`src/spmi_pkg.sv`:
```
// Package for the sixth port MII block: register map, fields, carriers.
// Assumes a 32-bit AHB-Lite bus and a 25 MHz hclk.
package spmi_pkg;
    // Register byte offsets
    localparam logic [7:0] SPMI_CTRL = 8'h00;
    localparam logic [7:0] SPMI_STATUS = 8'h04;
    localparam logic [7:0] SPMI_TX_DATA = 8'h08;
    localparam logic [7:0] SPMI_RX_DATA = 8'h0C;
    // Control fields and reset value
    localparam int SPMI_CTRL_TX_EN = 0;
    localparam logic [31:0] SPMI_CTRL_RST = 32'h0000_0000;
    // Status fields
    localparam int SPMI_ST_FLOW = 0;
    localparam int SPMI_ST_SERIAL = 1;
    localparam int SPMI_ST_ADDR = 2;
    localparam int SPMI_ST_SMALL_EE = 4;
    localparam int SPMI_ST_LINK = 5;
    localparam int SPMI_ST_FDX = 6;
    localparam int SPMI_ST_SPD100 = 7;
    localparam int SPMI_ST_CRS = 8;
    localparam int SPMI_ST_COL = 9;
    localparam int SPMI_ST_RX_OVF = 10;
    localparam int SPMI_ST_COL_SEEN = 11;
    // Receive data register: valid flag position
    localparam int SPMI_RXD_VALID = 8;
    // Straps are latched once the pin synchronisers have filled
    localparam logic [1:0] SPMI_STRAP_WAIT = 2'h3;
    localparam int SPMI_FIFO_DEPTH = 16;
    localparam int SPMI_NIB_W = 4;
    // One received nibble with its error flag
    typedef struct packed {
        logic err;
        logic [3:0] nibble;
    } spmi_rx_word_t;
    // Receive-side pins of the partner
    typedef struct packed {
        logic [3:0] nibble;
        logic valid;
        logic error;
        logic collision;
        logic carrier;
    } spmi_rx_pins_t;
endpackage : spmi_pkg

```
`src/spmi_sync.sv`:
```
// Three-stage synchroniser with settled level and rising-edge pulse.
// Assumes inputs come from outside the hclk domain.
`timescale 1ns/1ps
module spmi_sync #(
    parameter int W = 1
) (
    input wire logic hclk,
    input wire logic hresetn,
    input wire logic [W-1:0] d,
    output logic [W-1:0] level,
    output logic [W-1:0] rise
);
    logic [W-1:0] s1;
    logic [W-1:0] s2;
    logic [W-1:0] s3;
    // Chain; only s2 reads s1
    always_ff @(posedge hclk or negedge hresetn) begin
        if (!hresetn) begin
            s1 <= '0;
            s2 <= '0;
            s3 <= '0;
        end else begin
            s1 <= d;
            s2 <= s1;
            s3 <= s2;
        end
    end
    // Level follows once stages two and three agree
    always_ff @(posedge hclk or negedge hresetn) begin
        if (!hresetn) begin
            level <= '0;
        end else begin
            level <= (~(s2 ^ s3) & s2) | ((s2 ^ s3) & level) | (~(s2 ^ s3) & s2);
        end
    end
    assign rise = ~(s2 ^ s3) & s2 & ~level;
endmodule : spmi_sync

```
`src/spmi_fifo.sv`:
```
// Synchronous FIFO with valid/ready on both sides.
// Assumes one clock; depth a power of two.
`timescale 1ns/1ps
module spmi_fifo #(
    parameter int W = 8,
    parameter int D = 16
) (
    input wire logic hclk,
    input wire logic hresetn,
    input wire logic [W-1:0] in_data,
    input wire logic in_valid,
    output logic in_ready,
    output logic [W-1:0] out_data,
    output logic out_valid,
    input wire logic out_ready
);
    localparam int AW = $clog2(D);
    logic [W-1:0] mem [D];
    logic [AW:0] wr_ptr;
    logic [AW:0] rd_ptr;
    logic push;
    logic pop;
    assign push = in_valid & in_ready;
    assign pop = out_valid & out_ready;
    // Full when pointers differ only in the wrap bit
    assign in_ready = (wr_ptr ^ rd_ptr) != {1'b1, {AW{1'b0}}};
    assign out_valid = wr_ptr != rd_ptr;
    assign out_data = mem[rd_ptr[AW-1:0]];
    // Storage
    always_ff @(posedge hclk) begin
        if (push) begin
            mem[wr_ptr[AW-1:0]] <= in_data;
        end
    end
    // Pointers
    always_ff @(posedge hclk or negedge hresetn) begin
        if (!hresetn) begin
            wr_ptr <= '0;
            rd_ptr <= '0;
        end else begin
            if (push) begin
                wr_ptr <= wr_ptr + 1'b1;
            end
            if (pop) begin
                rd_ptr <= rd_ptr + 1'b1;
            end
        end
    end
endmodule : spmi_fifo

```
`src/spmi_port.sv`:
```
// Sixth switch port on MII: AHB-Lite registers, strap capture, nibble
// transmit and receive paths with a 16-word FIFO on each side.
// Assumes link clocks and pins are asynchronous to hclk and much slower.
//
// Chosen here: register access over AHB-Lite and the register addresses.
`timescale 1ns/1ps
module spmi_port
    import spmi_pkg::*;
(
    input wire logic hclk,
    input wire logic hresetn,
    input wire logic hsel,
    input wire logic [31:0] haddr,
    input wire logic [1:0] htrans,
    input wire logic hwrite,
    input wire logic [2:0] hsize,
    input wire logic [31:0] hwdata,
    input wire logic hready,
    output logic [31:0] hrdata,
    output logic hreadyout,
    output logic hresp,
    input wire logic port_five_tx_clock,
    input wire logic port_five_rx_clock,
    input wire logic [3:0] port_five_tx_nibble_in,
    output logic [3:0] port_five_tx_nibble,
    output logic [3:0] port_five_tx_nibble_oe,
    input wire logic port_five_tx_valid_in,
    output logic port_five_tx_valid,
    output logic port_five_tx_valid_oe,
    input wire logic [3:0] port_five_rx_nibble,
    input wire logic port_five_rx_valid,
    input wire logic port_five_rx_error,
    input wire logic port_five_collision,
    input wire logic port_five_carrier,
    input wire logic chip_addr_strap_hi,
    input wire logic port_five_duplex_in,
    input wire logic port_five_link_in,
    input wire logic port_five_speed_in,
    output logic flow_ctrl_enable,
    output logic serial_mode,
    output logic [1:0] chip_addr,
    output logic small_eeprom_master,
    output logic link_up,
    output logic full_duplex,
    output logic speed_100
);
    // Synchronised pins
    spmi_rx_pins_t rx_pins;
    spmi_rx_pins_t rx_lvl;
    logic [1:0] clk_rise;
    logic [2:0] stat_lvl;
    logic [3:0] strap_lvl;
    logic tx_rise;
    logic rx_rise;
    // Strap capture
    logic [1:0] strap_cnt;
    logic strap_done;
    logic strap_take;
    // Bus state
    logic [31:0] ctrl;
    logic [7:0] dph_addr;
    logic dph_write;
    logic pend_tx;
    logic rx_ovf;
    logic col_seen;
    // FIFOs
    spmi_rx_word_t rx_in;
    spmi_rx_word_t rx_out;
    logic rx_push;
    logic rx_in_ready;
    logic rx_out_valid;
    logic rx_pop;
    logic tx_in_ready;
    logic [3:0] tx_out;
    logic tx_out_valid;
    logic tx_pop;
    // Transmit serialiser
    logic [2:0] tx_bits;
    logic [3:0] tx_shift;
    logic tx_go;
    logic addr_ok;
    logic rd_rx;

    assign rx_pins = '{nibble: port_five_rx_nibble, valid: port_five_rx_valid,
                       error: port_five_rx_error, collision: port_five_collision,
                       carrier: port_five_carrier};

    // Receive pins, partner-driven
    // partner receive inputs
    spmi_sync #(.W(8)) u_rx_sync (
        .hclk(hclk),
        .hresetn(hresetn),
        .d(rx_pins),
        .level(rx_lvl),
        .rise()
    );

    // Link clocks sampled as plain inputs
    // clocks come from partner
    spmi_sync #(.W(2)) u_clk_sync (
        .hclk(hclk),
        .hresetn(hresetn),
        .d({port_five_tx_clock, port_five_rx_clock}),
        .level(),
        .rise(clk_rise)
    );
    assign tx_rise = clk_rise[1];
    assign rx_rise = clk_rise[0];

    // Static status pins and strap pins
    spmi_sync #(.W(7)) u_pin_sync (
        .hclk(hclk),
        .hresetn(hresetn),
        .d({port_five_duplex_in, port_five_link_in, port_five_speed_in,
            chip_addr_strap_hi, port_five_tx_valid_in,
            port_five_tx_nibble_in[1], port_five_tx_nibble_in[0]}),
        .level({stat_lvl, strap_lvl}),
        .rise()
    );

    // Strap sampling waits for the synchronisers to fill
    // capture once after reset
    // Take strobe lags one edge so the synchronised strap level has settled
    always_ff @(posedge hclk or negedge hresetn) begin
        if (!hresetn) begin
            strap_cnt <= '0;
            strap_done <= 1'b0;
            strap_take <= 1'b0;
        end else begin
            strap_take <= !strap_done && strap_cnt == SPMI_STRAP_WAIT;
            if (!strap_done) begin
                strap_cnt <= strap_cnt + 1'b1;
                strap_done <= strap_cnt == SPMI_STRAP_WAIT;
            end
        end
    end

    // Strap latches, held until the next reset
    always_ff @(posedge hclk or negedge hresetn) begin
        if (!hresetn) begin
            flow_ctrl_enable <= 1'b0;
            serial_mode <= 1'b0;
            chip_addr <= 2'h0;
            small_eeprom_master <= 1'b0;
        end else if (strap_take) begin
            flow_ctrl_enable <= strap_lvl[0];
            serial_mode <= strap_lvl[1];
            chip_addr <= {strap_lvl[3], strap_lvl[2]};
            small_eeprom_master <= strap_lvl[3:2] == 2'h0;
        end
    end

    // Static link status, active-low pins
    always_ff @(posedge hclk or negedge hresetn) begin
        if (!hresetn) begin
            full_duplex <= 1'b0;
            link_up <= 1'b0;
            speed_100 <= 1'b0;
        end else begin
            full_duplex <= ~stat_lvl[2];
            link_up <= ~stat_lvl[1];
            speed_100 <= ~stat_lvl[0];
        end
    end

    // Bus decode of the address phase
    assign addr_ok = hsel & hready & htrans[1];
    assign rd_rx = addr_ok & ~hwrite & haddr[7:0] == SPMI_RX_DATA;

    // Address phase capture and wait state for transmit pushes
    always_ff @(posedge hclk or negedge hresetn) begin
        if (!hresetn) begin
            dph_addr <= 8'h00;
            dph_write <= 1'b0;
            pend_tx <= 1'b0;
            hreadyout <= 1'b1;
        end else if (pend_tx) begin
            // Stall the master until the transmit FIFO has room
            if (tx_in_ready) begin
                pend_tx <= 1'b0;
                hreadyout <= 1'b1;
                dph_write <= 1'b0;
            end
        end else if (addr_ok) begin
            dph_addr <= haddr[7:0];
            dph_write <= hwrite;
            pend_tx <= hwrite & haddr[7:0] == SPMI_TX_DATA;
            hreadyout <= ~(hwrite & haddr[7:0] == SPMI_TX_DATA);
        end else begin
            dph_write <= 1'b0;
        end
    end

    // Response is always OKAY
    always_ff @(posedge hclk or negedge hresetn) begin
        if (!hresetn) begin
            hresp <= 1'b0;
        end else begin
            hresp <= 1'b0;
        end
    end

    // Control register write in the data phase
    always_ff @(posedge hclk or negedge hresetn) begin
        if (!hresetn) begin
            ctrl <= SPMI_CTRL_RST;
        end else if (dph_write && dph_addr == SPMI_CTRL) begin
            ctrl <= {31'h0000_0000, hwdata[SPMI_CTRL_TX_EN]};
        end
    end

    // Sticky flags; a new event wins over a write-one clear
    always_ff @(posedge hclk or negedge hresetn) begin
        if (!hresetn) begin
            rx_ovf <= 1'b0;
            col_seen <= 1'b0;
        end else begin
            rx_ovf <= (rx_push & ~rx_in_ready) | (rx_ovf &
                      ~(dph_write & dph_addr == SPMI_STATUS & hwdata[SPMI_ST_RX_OVF]));
            col_seen <= (rx_lvl.collision & port_five_tx_valid & ~full_duplex) |
                        (col_seen & ~(dph_write & dph_addr == SPMI_STATUS &
                        hwdata[SPMI_ST_COL_SEEN]));
        end
    end

    // Read data registered in the address phase
    always_ff @(posedge hclk or negedge hresetn) begin
        if (!hresetn) begin
            hrdata <= 32'h0000_0000;
        end else if (addr_ok && !hwrite && !pend_tx) begin
            case (haddr[7:0])
                SPMI_CTRL: hrdata <= ctrl;
                SPMI_STATUS: begin
                    hrdata <= 32'h0000_0000;
                    hrdata[SPMI_ST_FLOW] <= flow_ctrl_enable;
                    hrdata[SPMI_ST_SERIAL] <= serial_mode;
                    hrdata[SPMI_ST_ADDR +: 2] <= chip_addr;
                    hrdata[SPMI_ST_SMALL_EE] <= small_eeprom_master;
                    hrdata[SPMI_ST_LINK] <= link_up;
                    hrdata[SPMI_ST_FDX] <= full_duplex;
                    hrdata[SPMI_ST_SPD100] <= speed_100;
                    hrdata[SPMI_ST_CRS] <= rx_lvl.carrier;
                    hrdata[SPMI_ST_COL] <= rx_lvl.collision;
                    hrdata[SPMI_ST_RX_OVF] <= rx_ovf;
                    hrdata[SPMI_ST_COL_SEEN] <= col_seen;
                end
                SPMI_RX_DATA: begin
                    hrdata <= {23'h00_0000, rx_out_valid, 3'h0, rx_out};
                end
                default: hrdata <= 32'h0000_0000;
            endcase
        end
    end

    // Receive: sample the nibble on the receive clock rising edge
    // sample on partner edge
    assign rx_push = rx_rise & rx_lvl.valid;
    assign rx_in = '{err: rx_lvl.error, nibble: rx_lvl.nibble};
    assign rx_pop = rd_rx & ~pend_tx;

    spmi_fifo #(.W(5), .D(SPMI_FIFO_DEPTH)) u_rx_fifo (
        .hclk(hclk),
        .hresetn(hresetn),
        .in_data(rx_in),
        .in_valid(rx_push),
        .in_ready(rx_in_ready),
        .out_data(rx_out),
        .out_valid(rx_out_valid),
        .out_ready(rx_pop)
    );

    spmi_fifo #(.W(SPMI_NIB_W), .D(SPMI_FIFO_DEPTH)) u_tx_fifo (
        .hclk(hclk),
        .hresetn(hresetn),
        .in_data(hwdata[3:0]),
        .in_valid(pend_tx),
        .in_ready(tx_in_ready),
        .out_data(tx_out),
        .out_valid(tx_out_valid),
        .out_ready(tx_pop)
    );

    // Transmit only when enabled, straps are in, and the link is up
    assign tx_go = ctrl[SPMI_CTRL_TX_EN] & strap_done & ~strap_take & link_up;
    assign tx_pop = tx_rise & tx_go & tx_out_valid & tx_bits == 3'h0;

    // Transmit pins driven only once straps have been sampled
    always_ff @(posedge hclk or negedge hresetn) begin
        if (!hresetn) begin
            port_five_tx_nibble_oe <= 4'h0;
            port_five_tx_valid_oe <= 1'b0;
        end else begin
            port_five_tx_nibble_oe <= {4{strap_done & ~strap_take}};
            port_five_tx_valid_oe <= strap_done & ~strap_take;
        end
    end

    // Transmit nibble or serial bit stream on the transmit clock edge
    // update on transmit edge
    always_ff @(posedge hclk or negedge hresetn) begin
        if (!hresetn) begin
            port_five_tx_nibble <= 4'h0;
            port_five_tx_valid <= 1'b0;
            tx_shift <= 4'h0;
            tx_bits <= 3'h0;
        end else if (tx_rise) begin
            if (tx_bits != 3'h0) begin
                port_five_tx_nibble <= {3'h0, tx_shift[0]};
                tx_shift <= {1'b0, tx_shift[3:1]};
                tx_bits <= tx_bits - 1'b1;
            end else if (tx_pop && serial_mode) begin
                port_five_tx_nibble <= {3'h0, tx_out[0]};
                tx_shift <= {1'b0, tx_out[3:1]};
                tx_bits <= 3'h3;
                port_five_tx_valid <= 1'b1;
            end else if (tx_pop) begin
                port_five_tx_nibble <= tx_out;
                port_five_tx_valid <= 1'b1;
            end else begin
                port_five_tx_nibble <= 4'h0;
                port_five_tx_valid <= 1'b0;
            end
        end
    end
endmodule : spmi_port

```
`config.mk`:
```
export PLATFORM = sky130hd
export DESIGN_NAME = spmi_port
export DESIGN_NICKNAME = d
export VERILOG_FILES = /design/src/spmi_pkg.sv /design/src/spmi_sync.sv /design/src/spmi_fifo.sv /design/src/spmi_port.sv
export SDC_FILE = /design/constraint.sdc
export NUM_CORES = 1
export LEC_CHECK = 0
export BUFFER_PORTS_ARGS = -buffer_cell sky130_fd_sc_hd__buf_2
export CAP_MARGIN = 20
export CORE_MARGIN = 2
export CORE_UTILIZATION = 35
export DETAILED_ROUTE_END_ITERATION = 10
export PLACE_DENSITY = 0.62
export SLEW_MARGIN = 40
export SYNTH_ARGS = -nofsm -noshare
export SYNTH_HDL_FRONTEND = slang
export SYNTH_SLANG_ARGS = --single-unit
```
`constraint.sdc`:
```
create_clock -name hclk -period 3.1 [get_ports hclk]
set_input_delay 0.155 -clock hclk [delete_from_list [all_inputs] [get_ports hclk]]
set_output_delay 0.155 -clock hclk [all_outputs]
set_load 0.1 [all_outputs]
```
==> flow_results.xml, run 1 <==
<?xml version="1.0" encoding="UTF-8"?>
<metrics>
  <group name="floorplan">
    <metric name="floorplan.initialDensity" unit="">0.355</metric>
    <metric name="die_h" unit="um">183</metric>
    <metric name="fp-row-count" unit="">65</metric>
    <metric name="die_w" unit="um">183</metric>
    <metric name="fp.dieArea" unit="um^2">33500</metric>
    <metric name="num_io_pins" unit="">145</metric>
    <metric name="coreArea" unit="um^2">31600</metric>
  </group>
  <group name="logic_synthesis">
    <metric name="synthTopCellsByArea" unit="">edfxtp_1 (39%), dfrtp_1 (31%), mux4_2 (7.0%)</metric>
    <metric name="synth.avg_cell_area" unit="um^2">16.7</metric>
    <metric name="synth_edf_count" unit="">144</metric>
    <metric name="yosysSeqAreaShare" unit="">0.694</metric>
    <metric name="asyncSetResetFlopFracSynth" unit="">0.489</metric>
    <metric name="synth_seq_cells" unit="">282</metric>
    <metric name="synth_top_area_frac" unit="">0.386</metric>
    <metric name="syn-cell-area" unit="um^2">11200</metric>
    <metric name="synth_cell_type_count" unit="">63</metric>
    <metric name="yosys.area.top_type" unit="">edfxtp_1</metric>
    <metric name="synth_ff_type" unit="">edfxtp_1</metric>
    <metric name="post_synth_inst_count" unit="">670</metric>
    <metric name="yosysWarningCount" unit="">0</metric>
  </group>
  <group name="pwr">
    <metric name="power.static_leakage" unit="nW">5.23</metric>
    <metric name="comb_power_share" unit="">0.089</metric>
    <metric name="p_clk_frac" unit="">0.412</metric>
    <metric name="seq_power_share" unit="">0.499</metric>
    <metric name="power_switching_share" unit="">0.246</metric>
    <metric name="ir_worst_vdd" unit="uV">499</metric>
    <metric name="power_switching" unit="mW">2.11</metric>
    <metric name="power_per_cell_area" unit="nW/um^2">643</metric>
    <metric name="cell_internal_pwr" unit="mW">6.47</metric>
  </group>
  <group name="clock_tree">
    <metric name="cts_buffers" unit="">30</metric>
    <metric name="tritoncts" unit="">built</metric>
    <metric name="clkTransAtPathRegs" unit="ps">60</metric>
    <metric name="postCtsHoldBufs" unit="">32</metric>
    <metric name="clock_path_buffers" unit="">3</metric>
    <metric name="clock_tree.htree_level_count" unit="">1</metric>
    <metric name="postCtsSetupBuffers" unit="">0</metric>
    <metric name="clk_root_buffer_cell" unit="">clkbuf_16</metric>
    <metric name="cts_sinks" unit="">282</metric>
    <metric name="clk-insertion-delay-late" unit="ps">570</metric>
    <metric name="post_cts_resized" unit="">0</metric>
  </group>
  <group name="critical_path">
    <metric name="crit_path_top_delay_cell" unit="">dfrtp_1</metric>
    <metric name="worstPathCellList" unit="">xor2_1 &gt; nor4_4 &gt; a21oi_2 &gt; and4_1</metric>
    <metric name="start_to_end_type_of_the_worst_setup_path" unit="">flop to flop</metric>
    <metric name="cp-start-kind" unit="">flop</metric>
    <metric name="critical_path_required" unit="ps">3360</metric>
    <metric name="endpoint_kind" unit="">flop</metric>
    <metric name="critical_path_peak_fanout" unit="">18</metric>
    <metric name="cp_data_arrival_time" unit="ps">2680</metric>
    <metric name="slowest_delay" unit="ps">660</metric>
  </group>
  <group name="place">
    <metric name="dp.cells" unit="">1132</metric>
    <metric name="place_worst_setup_slack" unit="ps">433</metric>
    <metric name="port_buffers" unit="">67</metric>
    <metric name="place_hpwl" unit="um">14900</metric>
    <metric name="routabilityCongestion" unit="">0.769</metric>
  </group>
  <group name="cells_and_area">
    <metric name="fillerInstances" unit="">2831</metric>
    <metric name="n_antenna_cell" unit="">0</metric>
    <metric name="syn2layout_area_growth" unit="%">19.0</metric>
    <metric name="drive_gt1_frac" unit="">0.248</metric>
    <metric name="layout.cells.non_filler" unit="">1220</metric>
    <metric name="nNetsFinal" unit="">902</metric>
  </group>
  <group name="sta">
    <metric name="slew_headroom" unit="">0.600</metric>
    <metric name="timing.final.crit_share" unit="">0.783</metric>
    <metric name="fin_crit" unit="ps">2430</metric>
    <metric name="setup_total_negative_slack" unit="ps">0</metric>
    <metric name="timing.final.max_slew_violations" unit="">0</metric>
    <metric name="clock_skew" unit="ps">35.4</metric>
    <metric name="worst_slew_pin_slew" unit="ps">591</metric>
    <metric name="fmax" unit="GHz">0.412</metric>
    <metric name="rsz_0062_raised_after_global_routing" unit="">false</metric>
    <metric name="worst_setup_slack_after_layout" unit="ps">674</metric>
    <metric name="timing.final.setup_violations" unit="">0</metric>
    <metric name="hold_violations" unit="">0</metric>
  </group>
  <group name="detailed_routing">
    <metric name="overall_via_count_from_detail_route" unit="">5860</metric>
    <metric name="avgRoutedWirePerCell" unit="um">18.1</metric>
    <metric name="drtIter0Drc" unit="">439</metric>
    <metric name="drc" unit="">0</metric>
    <metric name="antenna_violating_nets_post_route" unit="">0</metric>
    <metric name="post_detailed_routing_wire_length" unit="um">22000</metric>
    <metric name="post_drt_via_cell_ratio" unit="">4.80</metric>
    <metric name="drt_pre_antenna_iters" unit="">4</metric>
  </group>
  <group name="grt">
    <metric name="initial_antenna_violation_count" unit="">0</metric>
    <metric name="gr-usage-all-layers" unit="">0.134</metric>
    <metric name="grt_remaining_overflow" unit="">0</metric>
    <metric name="vias_in_the_first_global_route" unit="">5907</metric>
    <metric name="grt_pass1_wl" unit="um">34900</metric>
    <metric name="grt_start_max_net_pins" unit="">58</metric>
  </group>
  <group name="outcome">
    <metric name="status" unit="">finished clean</metric>
  </group>
  <group name="flow_run">
    <metric name="max_cap_check_violation_count" unit="">0</metric>
  </group>
  <group name="worst_hold_path">
    <metric name="hold_class" unit="">primary input to flop</metric>
  </group>
</metrics>
==> cells in the final DEF, fill, tap and decap left out, types with 16 or more instances in the layout <==
cell	Yosys	final
nand2_1	31	31
clkbuf_16	0	31
dfrtp_1	137	137
edfxtp_1	144	144
buf_4	25	26
inv_1	19	19
mux4_2	35	35
conb_1	1	21
xnor2_1	16	16
dlygate4sd3_1	0	32
mux2i_1	16	16
buf_2	7	66
mux2_2	16	16
==> synth_stat cells (4+ instances only) <==
library cell  count
nand2_1          31
and4b_1          13
a31oi_1           5
nor4b_1           7
mux2i_1          16
mux2_2           16
nor2_1           14
a22o_1            9
xor2_1           13
and4_1           11
nor3_1            4
clkbuf_1         14
maj3_1           15
nand3_1           7
ha_1             15
o22a_1            4
or2_2             5
inv_1            19
edfxtp_1        144
nand2b_1          4
nor2b_1           5
buf_2             7
o21ai_0           8
xnor2_1          16
buf_4            25
and3_1            4
mux4_2           35
dfrtp_1         137
a211oi_1          9
==> cells by family after synthesis <==
kind of cell,Yosys count,share of synthesized area
DFF,282,0.694
muxes,68,0.102
other,1,0.000335
AOI/OAI and AO/OA,60,0.0404
adders and majority gates,30,0.0302
buffers and inverters,73,0.0375
xor gates and xnor gates,29,0.0227
and+or+nand+nor,127,0.0727
==> metal layers <==
metal | vias up | wire [um] | track usage
met5 | - | 0 | 0
met4 | 0 | 272 | 0.0256
met3 | 18 | 1300 | 0.0230
met2 | 145 | 10000 | 0.209
met1 | 2931 | 10400 | 0.200
li1 | 2766 | - | -
==> worst max-delay path, delay by kind of cell (launching register included) <==
| family | cells | cell delay (ps) |
|---|---|---|
| AND/OR/NAND/NOR | 2 | 990 |
| AO/OA/AOI/OAI | 1 | 290 |
| flip-flops | 1 | 660 |
| XOR/XNOR | 1 | 180 |
==> metrics by stage <==
step / power, mW / utilization / hold WS [ps] / area, um^2
2_1_floorplan: 4.87 / - / -141 / 11300
3_3_place_gp: 5.06 / 0.379 / 263 / 12000
3_5_place_dp: 5.09 / 0.381 / 72.2 / 12000
4_1_cts: 8.69 / 0.422 / 4.63 / 13300
5_1_grt: 8.92 / 0.423 / 30.1 / 13300
6_report: 8.58 / 0.423 / 20.5 / 13300
==> sequential cells by signal, summed over array words and instances, names as in the netlist, 3 cells and up, named ones only <==
register             count
u_rx_sync.s3             8
u_rx_fifo.mem           80
dph_addr                 8
u_rx_sync.s1             8
port_five_tx_nibble      4
u_rx_fifo.rd_ptr         5
hrdata                  12
u_tx_fifo.wr_ptr         5
u_tx_fifo.rd_ptr         5
u_tx_fifo.mem           64
tx_bits                  3
u_rx_sync.s2             8
u_pin_sync.s3            7
u_pin_sync.s2            7
tx_shift                 3
u_rx_fifo.wr_ptr         5
u_pin_sync.s1            7
==> layout make-up <==
type	count	area, um^2	share of cell area
Sequential cell	282	7780	0.583
Multi-Input combinational cell	335	3100	0.233
Timing Repair Buffer	126	885	0.0663
Clock buffer	45	868	0.0651
Tap cell	402	503	0.0377
Clock inverter	11	126	0.00948
Inverter	19	71.3	0.00535
==> power groups by stage <==
stage / sequential, mW / clock (mW) / combinational [mW]
floorplan: 4.39 / 0 / 0.475
global placement: 4.35 / 0 / 0.717
detailed placement: 4.35 / 0 / 0.734
CTS: 4.28 / 3.64 / 0.768
global route: 4.31 / 3.78 / 0.834
finish: 4.28 / 3.54 / 0.760
==> worst paths after layout <==
| check | endpoint | slack [ps] | from | cells after the start |
|---|---|---|---|---|
| max | u_rx_fifo.mem[8][2]$_DFFE_PP_ | 670 | u_rx_fifo.wr_ptr[3]$_DFFE_PN0P_ | 4 |
| max reg2reg | u_rx_fifo.mem[8][2]$_DFFE_PP_ | 670 | u_rx_fifo.wr_ptr[3]$_DFFE_PN0P_ | 4 |
| min reg2reg | u_rx_sync.s2[3]$_DFF_PN0_ | 340 | u_rx_sync.s1[3]$_DFF_PN0_ | 0 |
| max in group asynchronous | u_tx_fifo.wr_ptr[3]$_DFFE_PN0P_ | 2170 | hresetn | 4 |
| min | u_tx_fifo.mem[3][0]$_DFFE_PP_ | 20 | hwdata[0] | 1 |
| min in group asynchronous | asynchronous set/reset pin | 50 | hresetn | 2 |
Power figures use the tool's default switching activity.
==> inputs of run 2 (changes only) <==
--- a/config.mk
+++ b/config.mk
@@ -10,7 +10,7 @@
 export CORE_MARGIN = 2
 export CORE_UTILIZATION = 35
 export DETAILED_ROUTE_END_ITERATION = 10
-export PLACE_DENSITY = 0.62
+export PLACE_DENSITY = 0.64
 export SLEW_MARGIN = 40
 export SYNTH_ARGS = -nofsm -noshare
 export SYNTH_HDL_FRONTEND = slang
==> constraint.sdc (replaced) <==
create_clock -name hclk -period 2.1 [get_ports hclk]
set_input_delay 0.105 -clock hclk [delete_from_list [all_inputs] [get_ports hclk]]
set_output_delay 0.105 -clock hclk [all_outputs]
set_load 0.1 [all_outputs]
==> flow_results.xml, run 2 (synthesis gave the netlist of run 1 again) <==
<?xml version="1.0" encoding="UTF-8"?>
<metrics>
  <group name="sta">
    <metric name="slew_headroom" unit="">0.608</metric>
    <metric name="clock_skew" unit="ps">8.45</metric>
    <metric name="worst_setup_slack_after_layout" unit="ps">86.5</metric>
    <metric name="timing.final.setup_violations" unit="">0</metric>
    <metric name="fin_crit" unit="ps">2010</metric>
    <metric name="hold-worst-slack" unit="ps">20.0</metric>
    <metric name="timing.final.max_slew_violations" unit="">0</metric>
    <metric name="timing.final.crit_share" unit="">0.959</metric>
    <metric name="hold_violations" unit="">0</metric>
    <metric name="worst_slew_pin_slew" unit="ps">573</metric>
    <metric name="rsz_0062_raised_after_global_routing" unit="">false</metric>
    <metric name="setup_total_negative_slack" unit="ps">0</metric>
    <metric name="fmax" unit="GHz">0.497</metric>
  </group>
  <group name="grt">
    <metric name="grt_remaining_overflow" unit="">0</metric>
    <metric name="grt_pass1_wl" unit="um">35000</metric>
    <metric name="vias_in_the_first_global_route" unit="">6124</metric>
    <metric name="grt_start_max_net_pins" unit="">47</metric>
    <metric name="initial_antenna_violation_count" unit="">0</metric>
    <metric name="gr-usage-all-layers" unit="">0.134</metric>
  </group>
  <group name="pwr">
    <metric name="ir_worst_vdd" unit="uV">638</metric>
    <metric name="power_per_cell_area" unit="nW/um^2">956</metric>
    <metric name="power.static_leakage" unit="nW">5.47</metric>
    <metric name="power" unit="mW">13.2</metric>
  </group>
  <group name="critical_path">
    <metric name="cp_data_arrival_time" unit="ps">2440</metric>
    <metric name="setup.reg_to_reg.worst_slack" unit="ps">90</metric>
    <metric name="r2r_cells" unit="">4</metric>
    <metric name="critical_path_required" unit="ps">2530</metric>
    <metric name="critical_path_peak_fanout" unit="">5</metric>
    <metric name="worst_r2r_endpoint" unit="">port_five_tx_nibble[3]$_DFFE_PN0N_</metric>
    <metric name="start_to_end_type_of_the_worst_setup_path" unit="">flop to flop</metric>
    <metric name="rr_startpoint" unit="">u_tx_fifo.rd_ptr[0]$_DFFE_PN0P_</metric>
    <metric name="crit_start" unit="">u_tx_fifo.rd_ptr[0]$_DFFE_PN0P_</metric>
    <metric name="endpoint_kind" unit="">flop</metric>
    <metric name="cp-start-kind" unit="">flop</metric>
  </group>
  <group name="clock_tree">
    <metric name="clkTransAtPathRegs" unit="ps">60</metric>
    <metric name="cts_sinks" unit="">282</metric>
    <metric name="cts_buffers" unit="">31</metric>
    <metric name="clock_path_buffers" unit="">3</metric>
    <metric name="clk-insertion-delay-late" unit="ps">550</metric>
    <metric name="tritoncts" unit="">built</metric>
    <metric name="clk_root_buffer_cell" unit="">clkbuf_16</metric>
    <metric name="clock_tree.htree_level_count" unit="">1</metric>
  </group>
  <group name="detailed_routing">
    <metric name="drc" unit="">0</metric>
    <metric name="antenna_violating_nets_post_route" unit="">0</metric>
    <metric name="drtIter0Drc" unit="">515</metric>
    <metric name="post_detailed_routing_wire_length" unit="um">22200</metric>
    <metric name="avgRoutedWirePerCell" unit="um">17.7</metric>
    <metric name="post_drt_via_cell_ratio" unit="">4.79</metric>
    <metric name="overall_via_count_from_detail_route" unit="">6016</metric>
    <metric name="drt_pre_antenna_iters" unit="">4</metric>
  </group>
  <group name="cells_and_area">
    <metric name="drive_gt1_frac" unit="">0.294</metric>
    <metric name="nNetsFinal" unit="">939</metric>
    <metric name="n_antenna_cell" unit="">0</metric>
    <metric name="commonest_non_fill_non_tap_cells_in_the_layout" unit="">edfxtp_1 (144), dfrtp_1 (135), buf_2 (66)</metric>
    <metric name="largest_register_ff_count" unit="">80</metric>
    <metric name="fin_area" unit="um^2">13800</metric>
    <metric name="layout.cells.non_filler" unit="">1257</metric>
    <metric name="final_core_util" unit="">0.436</metric>
    <metric name="syn2layout_area_growth" unit="%">22.8</metric>
    <metric name="layout_commonest_cell" unit="">edfxtp_1</metric>
  </group>
  <group name="floorplan">
    <metric name="fp.dieArea" unit="um^2">33500</metric>
    <metric name="die_w" unit="um">183</metric>
    <metric name="coreArea" unit="um^2">31600</metric>
    <metric name="floorplan.initialDensity" unit="">0.355</metric>
    <metric name="num_io_pins" unit="">145</metric>
    <metric name="die_h" unit="um">183</metric>
    <metric name="fp-row-count" unit="">65</metric>
  </group>
  <group name="place">
    <metric name="port_buffers" unit="">67</metric>
    <metric name="placed_cell_area" unit="um^2">12400</metric>
    <metric name="place_worst_setup_slack" unit="ps">-16.6</metric>
    <metric name="routabilityCongestion" unit="">0.829</metric>
    <metric name="place_hpwl" unit="um">15200</metric>
    <metric name="dp.cells" unit="">1167</metric>
  </group>
  <group name="worst_hold_path">
    <metric name="hold_class" unit="">primary input to asynchronous set/reset pin</metric>
  </group>
  <group name="flow_run">
    <metric name="max_cap_check_violation_count" unit="">0</metric>
  </group>
  <group name="outcome">
    <metric name="status" unit="">finished clean</metric>
  </group>
</metrics>
run 2: cell type report:
| cell class | count | area [um^2] |
|---|---|---|
| Clock buffer | 36 | 815 |
| Clock inverter | 21 | 250 |
| Fill cell | 2770 | 17800 |
| Inverter | 19 | 71.3 |
| Multi-Input combinational cell | 335 | 3150 |
| Sequential cell | 282 | 7780 |
| Tap cell | 402 | 503 |
| Timing Repair Buffer | 162 | 1190 |
run 2: what timing repair did:
action / CTS / global route
hold buffers: 33 / 0
endpoints found under the hold margin: 230 / 0
setup endpoints to repair: 0 / 3
gates resized for setup: 0 / 3
setup buffers: 0 / 0
run 2: report_power, final:
group	total (mW)	switching [mW]	internal, mW
Combinational	1.32	0.877	0.442
Sequential	6.27	0.192	6.08
Clock	5.57	2.17	3.40
Total	13.2	3.24	9.92
run 2: critical path, stage by stage (launching register included):
cell and delay, ps:
dfrtp_1 440, buf_4 200, mux4_2 520, mux4_2 510, a22o_1 220
run 2: worst max-delay path by stage:
stage                                                    end  slack, ps  depth (start not counted)
after floorplan                u_rx_fifo.mem[0][0]$_DFFE_PP_         10                          5
after global placement       u_rx_fifo.rd_ptr[1]$_DFFE_PN0P_         20                          5
after detailed placement     u_rx_fifo.rd_ptr[1]$_DFFE_PN0P_        -20                          5
after CTS                    u_rx_fifo.rd_ptr[1]$_DFFE_PN0P_         20                          6
after global routing                 tx_shift[0]$_DFFE_PN0P_          1                          6
final                     port_five_tx_nibble[3]$_DFFE_PN0N_         90                          4
run 2: layer usage:
| layer | global-route usage | share of wire | routed length [um] |
|---|---|---|---|
| met5 | 0 | 0 | 0 |
| met3 | 0.0232 | 0.051 | 1120 |
| met2 | 0.206 | 0.45 | 9960 |
| met4 | 0.0445 | 0.031 | 680 |
| met1 | 0.195 | 0.47 | 10500 |
==> inputs of run 3 (changes only) <==
--- a/config.mk
+++ b/config.mk
@@ -5,7 +5,7 @@
 export SDC_FILE = /design/constraint.sdc
 export NUM_CORES = 1
 export LEC_CHECK = 0
-export BUFFER_PORTS_ARGS = -buffer_cell sky130_fd_sc_hd__buf_2
+export BUFFER_PORTS_ARGS = -buffer_cell sky130_fd_sc_hd__buf_4
 export CAP_MARGIN = 20
 export CORE_MARGIN = 2
 export CORE_UTILIZATION = 35
==> constraint.sdc (replaced) <==
create_clock -name hclk -period 1.67 [get_ports hclk]
set_input_delay 0.0835 -clock hclk [delete_from_list [all_inputs] [get_ports hclk]]
set_output_delay 0.0835 -clock hclk [all_outputs]
set_load 0.1 [all_outputs]
==> flow_results.xml, run 3 (synthesis gave the netlist of run 1 again) <==
<?xml version="1.0" encoding="UTF-8"?>
<metrics>
  <group name="worst_hold_path">
    <metric name="hold_class" unit="">primary input to asynchronous set/reset pin</metric>
  </group>
  <group name="pwr">
    <metric name="power.static_leakage" unit="nW">5.83</metric>
    <metric name="power_per_cell_area" unit="nW/um^2">1140</metric>
    <metric name="power_switching_share" unit="">0.256</metric>
    <metric name="p_clk_frac" unit="">0.406</metric>
    <metric name="power" unit="mW">16.9</metric>
    <metric name="ir_worst_vdd" unit="uV">878</metric>
    <metric name="seq_power_share" unit="">0.468</metric>
    <metric name="power_switching" unit="mW">4.31</metric>
    <metric name="comb_power_share" unit="">0.126</metric>
    <metric name="cell_internal_pwr" unit="mW">12.6</metric>
  </group>
  <group name="critical_path">
    <metric name="slowest_delay" unit="ps">560</metric>
    <metric name="endpoint_kind" unit="">flop</metric>
    <metric name="start_to_end_type_of_the_worst_setup_path" unit="">flop to flop</metric>
    <metric name="cp_data_arrival_time" unit="ps">2320</metric>
    <metric name="critical_path_required" unit="ps">2110</metric>
    <metric name="timing.critical_path.mode_cell" unit="">mux2i_1</metric>
    <metric name="crit_path_top_delay_cell" unit="">mux4_2</metric>
    <metric name="dominant_delay_contributor_by_cell_family_on_the_critical_path" unit="">multiplexers</metric>
    <metric name="cp.buffers_inverters" unit="">1</metric>
    <metric name="critical_path_peak_fanout" unit="">8</metric>
    <metric name="worstPathCellList" unit="">buf_6 &gt; mux4_2 &gt; mux2i_1 &gt; mux2i_1 &gt; a221o_1</metric>
    <metric name="cp-start-kind" unit="">flop</metric>
  </group>
  <group name="place">
    <metric name="placed_cell_area" unit="um^2">13000</metric>
    <metric name="place_hpwl" unit="um">16600</metric>
    <metric name="routabilityCongestion" unit="">0.812</metric>
    <metric name="dp.cells" unit="">1202</metric>
    <metric name="port_buffers" unit="">67</metric>
  </group>
  <group name="cells_and_area">
    <metric name="multi_input_area" unit="um^2">3550</metric>
    <metric name="final_core_util" unit="">0.469</metric>
    <metric name="fillerInstances" unit="">2709</metric>
    <metric name="largest_register_ff_count" unit="">80</metric>
    <metric name="n_antenna_cell" unit="">0</metric>
    <metric name="layout.cells.non_filler" unit="">1307</metric>
    <metric name="nNetsFinal" unit="">988</metric>
    <metric name="commonest_non_fill_non_tap_cells_in_the_layout" unit="">buf_4 (152), edfxtp_1 (144), dfrtp_1 (130)</metric>
    <metric name="syn2layout_area_growth" unit="%">32.2</metric>
    <metric name="seqCellArea" unit="um^2">7790</metric>
    <metric name="layout_commonest_cell" unit="">buf_4</metric>
    <metric name="drive_gt1_frac" unit="">0.403</metric>
    <metric name="fin_area" unit="um^2">14800</metric>
  </group>
  <group name="floorplan">
    <metric name="fp-row-count" unit="">65</metric>
    <metric name="die_h" unit="um">183</metric>
    <metric name="coreArea" unit="um^2">31600</metric>
    <metric name="fp.dieArea" unit="um^2">33500</metric>
    <metric name="num_io_pins" unit="">145</metric>
    <metric name="floorplan.initialDensity" unit="">0.355</metric>
    <metric name="die_w" unit="um">183</metric>
  </group>
  <group name="sta">
    <metric name="fmax" unit="GHz">0.531</metric>
    <metric name="timing.final.setup_violations" unit="">157</metric>
    <metric name="worst_slew_pin_slew" unit="ps">636</metric>
    <metric name="fin_crit" unit="ps">1880</metric>
    <metric name="clock_skew" unit="ps">9.87</metric>
    <metric name="hold-worst-slack" unit="ps">19.3</metric>
    <metric name="slew_headroom" unit="">0.576</metric>
    <metric name="rsz_0062_raised_after_global_routing" unit="">true</metric>
    <metric name="hold_violations" unit="">0</metric>
    <metric name="timing.final.max_slew_violations" unit="">0</metric>
    <metric name="timing.final.crit_share" unit="">1.13</metric>
    <metric name="worst_setup_slack_after_layout" unit="ps">-212</metric>
  </group>
  <group name="outcome">
    <metric name="failed_checks" unit="">negative setup slack</metric>
    <metric name="status" unit="">complete, but fails checks</metric>
  </group>
  <group name="clock_tree">
    <metric name="cts_buffers" unit="">31</metric>
    <metric name="clock_path_buffers" unit="">3</metric>
    <metric name="clk_root_buffer_cell" unit="">clkbuf_16</metric>
    <metric name="clock_tree.htree_level_count" unit="">1</metric>
    <metric name="clk-insertion-delay-late" unit="ps">560</metric>
    <metric name="clkTransAtPathRegs" unit="ps">60</metric>
    <metric name="cts_sinks" unit="">282</metric>
    <metric name="tritoncts" unit="">built</metric>
  </group>
  <group name="grt">
    <metric name="gr-usage-all-layers" unit="">0.146</metric>
    <metric name="grt_util_met3" unit="">0.0232</metric>
    <metric name="initial_antenna_violation_count" unit="">0</metric>
    <metric name="vias_in_the_first_global_route" unit="">6508</metric>
    <metric name="grt_pass1_wl" unit="um">37600</metric>
    <metric name="grtUsageMet2" unit="">0.226</metric>
    <metric name="grt_start_max_net_pins" unit="">43</metric>
    <metric name="grt_use_met1" unit="">0.214</metric>
    <metric name="top_usage_layer" unit="">met2</metric>
    <metric name="grt_remaining_overflow" unit="">0</metric>
  </group>
  <group name="detailed_routing">
    <metric name="drt_pre_antenna_iters" unit="">4</metric>
    <metric name="drc" unit="">0</metric>
    <metric name="post_detailed_routing_wire_length" unit="um">24500</metric>
    <metric name="overall_via_count_from_detail_route" unit="">6370</metric>
    <metric name="drtIter0Drc" unit="">491</metric>
    <metric name="antenna_violating_nets_post_route" unit="">0</metric>
    <metric name="avgRoutedWirePerCell" unit="um">18.7</metric>
    <metric name="post_drt_via_cell_ratio" unit="">4.87</metric>
  </group>
  <group name="flow_run">
    <metric name="max_cap_check_violation_count" unit="">0</metric>
  </group>
</metrics>
-- run 3: path summary, 6_finish.rpt --
| path | from | endpoint | slack, ps | cells after the start |
|---|---|---|---|---|
| max | u_rx_fifo.rd_ptr[0]$_DFFE_PN0P_ | hrdata[1]$_DFFE_PN0P_ | -210 | 5 |
| min | hresetn | asynchronous set/reset pin | 20 | 2 |
| max reg2reg | u_rx_fifo.rd_ptr[0]$_DFFE_PN0P_ | hrdata[1]$_DFFE_PN0P_ | -210 | 5 |
| min reg2reg | u_pin_sync.s1[3]$_DFF_PN0_ | u_pin_sync.s2[3]$_DFF_PN0_ | 340 | 0 |
| max in group asynchronous | hresetn | hreadyout$_DFFE_PN1P_ | 1030 | 3 |
| min in group hclk | haddr[4] | hrdata[0]$_DFFE_PN0P_ | 80 | 6 |
-- run 3: routing by layer --
layer  up-vias  routed length (um)  part of all wire
met2       138               11200              0.46
met1      3260               11400              0.47
met3        41                1190             0.049
met4         0                 602             0.025
met5         -                   0                 0
li1       2931                   -                 -
-- run 3: cell type report --
cell class | instances | share of cell area
tap | 402 | 0.0340
sequential | 282 | 0.526
clock buffer | 40 | 0.0576
multi-input combinational | 335 | 0.240
inverter | 19 | 0.00481
timing repair buffer | 211 | 0.125
clock inverter | 18 | 0.0126
-- run 3: metrics by stage --
step	setup TNS, ps	setup WS, ps
floorplan	-23680	-289
global placement	-38060	-326
detailed placement	-43730	-419
CTS	-12710	-215
global route	-21880	-274
finish	-10360	-212
-- run 3: power groups by stage --
stage	sequential [mW]	combinational, mW	clock [mW]
floorplan	8.16	0.980	0
global placement	8.01	1.86	0
detailed placement	8.02	1.89	0
CTS	7.89	2.01	6.97
global route	7.94	2.28	7.28
finish	7.90	2.12	6.85
-- run 3: repair_timing --
item | CTS | global route
hold endpoints to repair | 232 | 0
buffers inserted | 10 | 7
setup endpoints to repair | 170 | 185
pin swaps | 11 | 14
resized for setup | 47 | 32
hold buffers | 33 | 0
